<file path="src/inc/msi_pkg.sv">
// Package for the motion sensor interrupt control block.
// Assumes a single 125 MHz clock domain and an 8-bit internal register port.
`default_nettype none

package msi_pkg;

  // ----------------------------------------------------------------
  // Register offsets
  // ----------------------------------------------------------------
  localparam logic [7:0] IRQ_CFG_OFS   = 8'h17;
  localparam logic [7:0] INIT_BYTE_OFS = 8'h1A;
  localparam logic [7:0] FREE_BYTE_OFS = 8'h1B;

  // ----------------------------------------------------------------
  // Reset values and field positions
  // ----------------------------------------------------------------
  localparam logic [7:0] IRQ_CFG_RST   = 8'h00;
  localparam logic [7:0] INIT_BYTE_RST = 8'h00;
  localparam logic [7:0] FREE_BYTE_RST = 8'h00;
  localparam int DRIVE_BIT    = 0;
  localparam int POLARITY_BIT = 1;
  localparam int WAKE_BIT     = 2;
  localparam int SAMPLE_BIT   = 3;
  localparam int EMPTY_BIT    = 4;
  localparam int FULL_BIT     = 5;
  localparam int LEVEL_BIT    = 6;
  localparam int STANDBY_BIT  = 7;
  localparam int QUEUE_DEPTH  = 32;

  // ----------------------------------------------------------------
  // Event carrier from the sensing core
  // ----------------------------------------------------------------
  typedef struct packed {
    logic wake_to_continuous;   // Activity in watch mode, moved to continuous sampling
    logic new_sample;           // Sample written to output registers or queue
    logic standby_activity;     // Activity seen in standby-wake mode
  } msi_event_s;

endpackage : msi_pkg

`default_nettype wire

</file>
<file path="src/verilog/msi_irq_ctrl.sv">
// Interrupt request logic with its configuration, init and free storage bytes.
// Assumes events arrive as one-cycle pulses synchronous to clock_i, and the
// register port is the device's internal 8-bit read/write port.
// Notes on behaviour
// - Config bit 0: 0 open-drain output, 1 push-pull output.
// - Config bit 1: 0 request active low, 1 active high.
// - Bit 2 enables interrupt on watch-mode activity moving to continuous sampling.
// - Bit 3 enables interrupt on every new sample written.
// - Bit 4 enables interrupt when queue sample count reaches zero.
// - Bit 5 enables interrupt when queue sample count reaches 32.
// - Bit 6 enables interrupt when queue reaches the programmed level.
// - Bit 7 enables activity interrupt only while in standby-wake mode.
// - Config register is read/write and resets to all zero.
// - Free storage byte holds any value, resets zero, affects nothing.
// - Queue interrupts stay inactive unless the queue enable is set.
`timescale 1ns/100ps
`default_nettype none

module msi_irq_ctrl #(
  parameter int COUNT_W = 6
) (
  input  wire logic                clock_i,
  input  wire logic                reset_i,
  input  wire logic [7:0]          reg_addr_i,
  input  wire logic                reg_wr_i,
  input  wire logic [7:0]          reg_wdata_i,
  output logic      [7:0]          reg_rdata_o,
  input  wire msi_pkg::msi_event_s event_i,
  input  wire logic                standby_wake_mode_i,
  input  wire logic                queue_enable_i,
  input  wire logic [COUNT_W-1:0]  queue_count_i,
  input  wire logic [4:0]          queue_level_setting_i,
  input  wire logic                irq_clear_i,
  input  wire logic                irq_out_pin_i,
  output logic                     irq_out_pin_o,
  output logic                     irq_out_pin_oe_n_o,
  output logic                     irq_pending_o
);

  logic [7:0] irq_source_and_pin_config_q;
  logic [7:0] startup_init_byte_q;
  logic [7:0] free_storage_byte_q;
  logic [5:0] pend_q;
  logic [5:0] pend_d;
  logic       cnt_empty;
  logic       cnt_full;
  logic       cnt_level;
  logic       empty_q;
  logic       full_q;
  logic       level_q;
  logic       active;
  logic       line_level;
  logic       unused_pin;

  assign unused_pin = irq_out_pin_i;

  // ----------------------------------------------------------------
  // Register writes
  // ----------------------------------------------------------------
  // Configuration byte, all sources off after reset
  always_ff @(posedge clock_i or posedge reset_i) begin
    if (reset_i) begin
      irq_source_and_pin_config_q <= msi_pkg::IRQ_CFG_RST;
    end else if (reg_wr_i && reg_addr_i == msi_pkg::IRQ_CFG_OFS) begin
      irq_source_and_pin_config_q <= reg_wdata_i;
    end
  end

  // Init byte is plain storage; the host is expected to clear it
  always_ff @(posedge clock_i or posedge reset_i) begin
    if (reset_i) begin
      startup_init_byte_q <= msi_pkg::INIT_BYTE_RST;
    end else if (reg_wr_i && reg_addr_i == msi_pkg::INIT_BYTE_OFS) begin
      startup_init_byte_q <= reg_wdata_i;
    end
  end

  // Free storage byte, feeds nothing else
  always_ff @(posedge clock_i or posedge reset_i) begin
    if (reset_i) begin
      free_storage_byte_q <= msi_pkg::FREE_BYTE_RST;
    end else if (reg_wr_i && reg_addr_i == msi_pkg::FREE_BYTE_OFS) begin
      free_storage_byte_q <= reg_wdata_i;
    end
  end

  // Read mux, unmapped addresses read zero
  always_comb begin
    case (reg_addr_i)
      msi_pkg::IRQ_CFG_OFS:   reg_rdata_o = irq_source_and_pin_config_q;
      msi_pkg::INIT_BYTE_OFS: reg_rdata_o = startup_init_byte_q;
      msi_pkg::FREE_BYTE_OFS: reg_rdata_o = free_storage_byte_q;
      default:                reg_rdata_o = 8'h00;
    endcase
  end

  // ----------------------------------------------------------------
  // Queue level events
  // ----------------------------------------------------------------
  // Count conditions; only the edge into each condition is an event,
  // so a queue sitting empty does not refire after a clear
  assign cnt_empty = queue_count_i == COUNT_W'(0);
  assign cnt_full  = queue_count_i == COUNT_W'(msi_pkg::QUEUE_DEPTH);
  assign cnt_level = queue_count_i >= COUNT_W'(queue_level_setting_i);

  always_ff @(posedge clock_i or posedge reset_i) begin
    if (reset_i) begin
      empty_q <= 1'b1;
      full_q  <= 1'b0;
      level_q <= 1'b0;
    end else begin
      empty_q <= cnt_empty;
      full_q  <= cnt_full;
      level_q <= cnt_level;
    end
  end

  // ----------------------------------------------------------------
  // Pending flags: set wins over clear
  // ----------------------------------------------------------------
  always_comb begin
    pend_d = irq_clear_i ? 6'h00 : pend_q;
    if (irq_source_and_pin_config_q[msi_pkg::WAKE_BIT] && event_i.wake_to_continuous) begin
      pend_d[0] = 1'b1;
    end
    if (irq_source_and_pin_config_q[msi_pkg::SAMPLE_BIT] && event_i.new_sample) begin
      pend_d[1] = 1'b1;
    end
    if (queue_enable_i && irq_source_and_pin_config_q[msi_pkg::EMPTY_BIT]
        && cnt_empty && !empty_q) begin
      pend_d[2] = 1'b1;
    end
    if (queue_enable_i && irq_source_and_pin_config_q[msi_pkg::FULL_BIT]
        && cnt_full && !full_q) begin
      pend_d[3] = 1'b1;
    end
    if (queue_enable_i && irq_source_and_pin_config_q[msi_pkg::LEVEL_BIT]
        && cnt_level && !level_q) begin
      pend_d[4] = 1'b1;
    end
    if (irq_source_and_pin_config_q[msi_pkg::STANDBY_BIT] && standby_wake_mode_i
        && event_i.standby_activity) begin
      pend_d[5] = 1'b1;
    end
  end

  always_ff @(posedge clock_i or posedge reset_i) begin
    if (reset_i) begin
      pend_q <= 6'h00;
    end else begin
      pend_q <= pend_d;
    end
  end

  // ----------------------------------------------------------------
  // Output pin
  // ----------------------------------------------------------------
  // Level the host should see on the wire, from the request and polarity
  assign active     = |pend_d;
  assign line_level = active ~^ irq_source_and_pin_config_q[msi_pkg::POLARITY_BIT];

  // Registered so the pin never glitches on combinational paths
  always_ff @(posedge clock_i or posedge reset_i) begin
    if (reset_i) begin
      irq_pending_o      <= 1'b0;
      irq_out_pin_o      <= 1'b0;
      irq_out_pin_oe_n_o <= 1'b1;
    end else begin
      irq_pending_o <= active;
      if (irq_source_and_pin_config_q[msi_pkg::DRIVE_BIT]) begin
        // Push-pull: the level is driven at all times
        irq_out_pin_o      <= line_level;
        irq_out_pin_oe_n_o <= 1'b0;
      end else begin
        // Open drain: pull low when line should be low, else release to the pull-up
        irq_out_pin_o      <= 1'b0;
        irq_out_pin_oe_n_o <= line_level;
      end
    end
  end

  // ----------------------------------------------------------------
  // Checks
  // ----------------------------------------------------------------
  a_cfg_reset_zero: assert property (
    @(posedge clock_i) $fell(reset_i)
    |-> irq_source_and_pin_config_q == msi_pkg::IRQ_CFG_RST)
    else $error("config not zero after reset");
  a_cfg_write_store: assert property (
    @(posedge clock_i) disable iff (reset_i)
    reg_wr_i && reg_addr_i == msi_pkg::IRQ_CFG_OFS
    |=> irq_source_and_pin_config_q == $past(reg_wdata_i))
    else $error("config write lost");
  a_free_readback: assert property (
    @(posedge clock_i) disable iff (reset_i)
    reg_wr_i && reg_addr_i == msi_pkg::FREE_BYTE_OFS
    |=> reg_addr_i != msi_pkg::FREE_BYTE_OFS || reg_rdata_o == $past(reg_wdata_i))
    else $error("free byte readback wrong");
  // Request shows on the pending output one edge after the event
  a_sample_raises: assert property (
    @(posedge clock_i) disable iff (reset_i)
    event_i.new_sample && irq_source_and_pin_config_q[msi_pkg::SAMPLE_BIT]
    |=> irq_pending_o)
    else $error("sample event not raised");
  a_wake_masked: assert property (
    @(posedge clock_i) disable iff (reset_i)
    event_i.wake_to_continuous && !irq_source_and_pin_config_q[msi_pkg::WAKE_BIT]
    && !pend_q[0] |=> !pend_q[0])
    else $error("masked wake raised");
  // No queue flag may rise while the queue is off
  a_queue_gated: assert property (
    @(posedge clock_i) disable iff (reset_i)
    !queue_enable_i |=> (pend_q[4:2] & ~$past(pend_q[4:2])) == 3'h0)
    else $error("queue gate broken");
  a_full_raises: assert property (
    @(posedge clock_i) disable iff (reset_i)
    queue_enable_i && irq_source_and_pin_config_q[msi_pkg::FULL_BIT]
    && queue_count_i == COUNT_W'(msi_pkg::QUEUE_DEPTH)
    && $past(queue_count_i) != COUNT_W'(msi_pkg::QUEUE_DEPTH) |=> pend_q[3])
    else $error("full event not raised");
  a_standby_only: assert property (
    @(posedge clock_i) disable iff (reset_i)
    !standby_wake_mode_i && !pend_q[5] && !irq_clear_i |=> !pend_q[5])
    else $error("standby event outside mode");
  // An event in the clear cycle must survive the clear
  a_set_beats_clear: assert property (
    @(posedge clock_i) disable iff (reset_i)
    irq_clear_i && event_i.new_sample && irq_source_and_pin_config_q[msi_pkg::SAMPLE_BIT]
    |=> pend_q[1])
    else $error("event lost in clear cycle");
  a_clear_drops: assert property (
    @(posedge clock_i) disable iff (reset_i)
    irq_clear_i && !event_i.wake_to_continuous && !event_i.new_sample
    && !event_i.standby_activity && !queue_enable_i |=> !irq_pending_o)
    else $error("request not dropped by clear");
  // Pin follows the request and the config seen at the launching edge
  a_pushpull_level: assert property (
    @(posedge clock_i) disable iff (reset_i)
    irq_source_and_pin_config_q[msi_pkg::DRIVE_BIT] |=> !irq_out_pin_oe_n_o
    && irq_out_pin_o == (irq_pending_o ~^ $past(irq_source_and_pin_config_q[1])))
    else $error("push-pull level wrong");
  a_opendrain_drive: assert property (
    @(posedge clock_i) disable iff (reset_i)
    !irq_source_and_pin_config_q[msi_pkg::DRIVE_BIT] |=> !irq_out_pin_o
    && irq_out_pin_oe_n_o == (irq_pending_o ~^ $past(irq_source_and_pin_config_q[1])))
    else $error("open-drain drive wrong");

endmodule : msi_irq_ctrl

`default_nettype wire
</file>
<file path="config.mk">
export PLATFORM = sky130hd
export DESIGN_NAME = msi_irq_ctrl
export DESIGN_NICKNAME = d
export VERILOG_FILES = /design/src/inc/msi_pkg.sv /design/src/verilog/msi_irq_ctrl.sv
export SDC_FILE = /design/constraint.sdc
export NUM_CORES = 1
export LEC_CHECK = 0
export BUFFER_PORTS_ARGS = -buffer_cell sky130_fd_sc_hd__buf_2
export CAP_MARGIN = 15
export CORE_ASPECT_RATIO = 0.7
export CORE_MARGIN = 4
export CORE_UTILIZATION = 50
export CTS_BUF_LIST = sky130_fd_sc_hd__clkbuf_16
export DETAILED_ROUTE_END_ITERATION = 8
export GPL_ROUTABILITY_DRIVEN = 0
export GPL_TIMING_DRIVEN = 0
export PLACE_DENSITY = 0.77
export SLEW_MARGIN = 20
export SYNTH_ARGS = -nofsm -noshare
export SYNTH_HDL_FRONTEND = slang
export SYNTH_SLANG_ARGS = --single-unit
</file>
<file path="constraint.sdc">
create_clock -name clock_i -period 1.8 [get_ports clock_i]
set_clock_uncertainty 0.15 [all_clocks]
set_input_delay 0.18 -clock clock_i [delete_from_list [all_inputs] [get_ports clock_i]]
set_output_delay 0.18 -clock clock_i [all_outputs]
set_load 0.02 [all_outputs]
</file>
==> out/metrics.cfg <==
[status]
status=finished with violations
violations=negative hold slack, negative setup slack

[final_layout]
drive_gt1_frac=0.512
seq_area_um2=903
area_growth_pct=36.0
final_cell_mix=buf_2 (36), dfrtp_1 (34), inv_1 (20), mux2_2 (16), buf_6 (10)
layout_commonest_cell=buf_2
finalNetCount=244
instances_no_fill=250
antenna_cells=0
fill_cells=219
multiInputGateArea_um2=810

[synthesis]
synth_area_leaders=dfrtp_1 (48%), mux2_2 (10%), mux2_4 (7.7%), a222oi_1 (4.5%), inv_1 (4.3%)
yosysTopAreaCell=dfrtp_1
synthDistinctLibCells=35
ys_warn_count=0
syn_area_um2=1760
ys_ff_latch=36
syn_inst=138
synth.top_cell.area_share=0.483
synth-seq-area-share=0.512
syn_area_per_cell_um2=12.8
syn_nets=180

[critical_path]
critPathTopFamily=simple AND/OR/NAND/NOR gates
r2r_cells=5
cp.depth=8
rr_startpoint=level_q
cp_num_buf_inv=4
path_class=in -> out
critical_path.endpoint_type=output pin
cp.arrival_ns=1.53
cp.required_ns=1.47
cp_slowest_cell=nor4b_4
worstPathMaxFanout=8
cp-start-kind=input port
cpMostUsedCell=buf_4
startpoint=reg_addr_i[6]
crit_chain=buf_6 > nor4b_4 > nand3_2 > buf_4 > nor2_4 > a222oi_1 > inv_1 > buf_4
max_stage_delay_ns=0.33

[detailed_routing]
drt-initial-drc-count=153
drc=0
wire_per_inst_um=18.1
totalWireLength_um=4520
firstDrtPassIters=4
routed-via-count=1385
viasPerCell=5.54
antenna_left=0

[job]
max_cap_viol_count=0

[timing]
fin_hold_ws_ns=-0.000935
final.period_utilization=1.03
fmax_mhz=538
tightest_slew_ns=0.734
finalMaxSlewViolations=0
hold_viol=1
worst_slack_ns=-0.0593
rsz0062_at_grt=yes
finalCriticalPeriod_ns=1.86
relSlewSlack=0.510
final-setup-viol-count=8

[floorplan]
die_h_um=57.7
initial_utilization=0.542
die_area_um2=4550
die_w_um=79.0
io_pins=48
core_area_um2=3250
fp-row-count=17

[pwr]
p_leak_nw=1.31
p_per_area_nw_per_um2=851
peakVddDrop_uv=631
power_w=0.00204

[cts]
cts_tree=done
cts-htree-levels=2
clock_sinks=36
clk_latency_ns=0.28
clk_path_buf_depth=2
numCtsBuffers=5
clkTransAtPathRegs_ns=0.05
clock-root-buffer=clkbuf_16

[global_routing]
grt_pass1_vias=1499
grtUsageTotal=0.202
overflow=0
grt_pass1_wl_um=7000
grt_max_degree=37
grt_antenna_before_repair=0

[placed_design]
hpwl_um=2980
placedCellCount=231
io_buffers=46

[hold_path]
hold_depth=3
min_path_type=in -> reg
min-delay-start=event_i[2]

[flip-flops by register name, summed over array words and instances, names as in the netlist]
| signal | cells |
|---|---|
| irq_out_pin_o | 1 |
| empty_q | 1 |
| irq_pending_o | 1 |
| startup_init_byte_q | 8 |
| irq_out_pin_oe_n_o | 1 |
| irq_source_and_pin_config_q | 8 |
| pend_q | 6 |
| full_q | 1 |
| free_storage_byte_q | 8 |
| level_q | 1 |
[Yosys cell counts, drive strengths merged]
cell    number
a31oi        1
a22o         1
nand4b       1
a21oi        2
or2          1
mux2i        1
a21o         1
dfrtp       34
nor3         2
nor4b        2
nor2         4
nand3b       1
nor4         1
nor3b        1
nand2b       4
mux2        25
or4          1
a222oi       8
nor2b        2
ha           5
and4         1
o21ai        4
a32o         1
nand3        4
o22a         1
dfstp        2
a211oi       1
nand2        5
inv         21
[worst register-to-register path: cells and delay by family (launching register included)]
kind | cells | cell delay, ns
AND/OR/NAND/NOR | 3 | 0.65
flip-flops | 1 | 0.35
multiplexers | 1 | 0.29
AO/OA/AOI/OAI | 1 | 0.21
[stage by stage]
stage                     instance area [um^2]  hold slack [ns]  setup TNS, ns  worst slack, ns   util
after CTS                                 2340         0.000423              0         0.000633  0.718
after global routing                      2400           0.0188          -1.11           -0.168  0.737
final                                     2400        -0.000935         -0.312          -0.0593  0.737
after global placement                    2050            0.198          -6.35           -0.537  0.631
after floorplan                           1760           0.0638              0           0.0102      -
after detailed placement                  2050            0.198          -8.74           -0.567  0.631
[report_power, final]
| group | internal [W] | switching, W |
|---|---|---|
| clock | 0.000645 | 0.000310 |
| combinational | 0.000105 | 0.000104 |
| sequential | 0.000854 | 0.0000230 |
[kinds of logic (layout without fill, tap and decap cells)]
family          Yosys count  after routing  synth area share
compound gates           20             20            0.0901
buf+inv                  21             86            0.0447
flops                    36             36             0.512
simple gates             30             30             0.133
mux                      26             26             0.185
fa+ha+maj                 5              5            0.0355
[final cells by class]
| type | count | share of cell area |
|---|---|---|
| flip-flops and latches | 36 | 0.377 |
| multi-input cells | 81 | 0.338 |
| repair buffers | 57 | 0.160 |
| clock buffers | 5 | 0.0522 |
| inverters | 21 | 0.0329 |
| well taps | 47 | 0.0245 |
| clock inverters | 3 | 0.0162 |
[layer usage]
layer,wire (um),up-vias,share of wire,track usage
li1,-,628,-,-
met1,1790,692,0.40,0.228
met2,2380,51,0.53,0.368
met3,247,14,0.055,0.0543
met4,100,0,0.022,0.0735
met5,0,-,0,0
[timing repair]
| item | in CTS | in global routing |
|---|---|---|
| setup buffers | 7 | 1 |
| cloned | 0 | 0 |
| resized for setup | 10 | 14 |
| setup endpoints to repair | 17 | 16 |
| hold endpoints to repair | 35 | 0 |
| hold buffers | 3 | 0 |
| pin swaps | 3 | 7 |
[final timing paths]
| kind | end | slack (ns) |
|---|---|---|
| max | reg_rdata_o[5] | -0.06 |
| min | pend_q[0] | -0.0009 |
| max reg2reg | irq_out_pin_oe_n_o | 0.08 |
| min reg2reg | pend_q[3] | 0.34 |
| max in group asynchronous | startup_init_byte_q[3] | 0.59 |
| min in group asynchronous | irq_source_and_pin_config_q[2] | 0.43 |
Note: power is estimated with default switching activity, not from simulation.
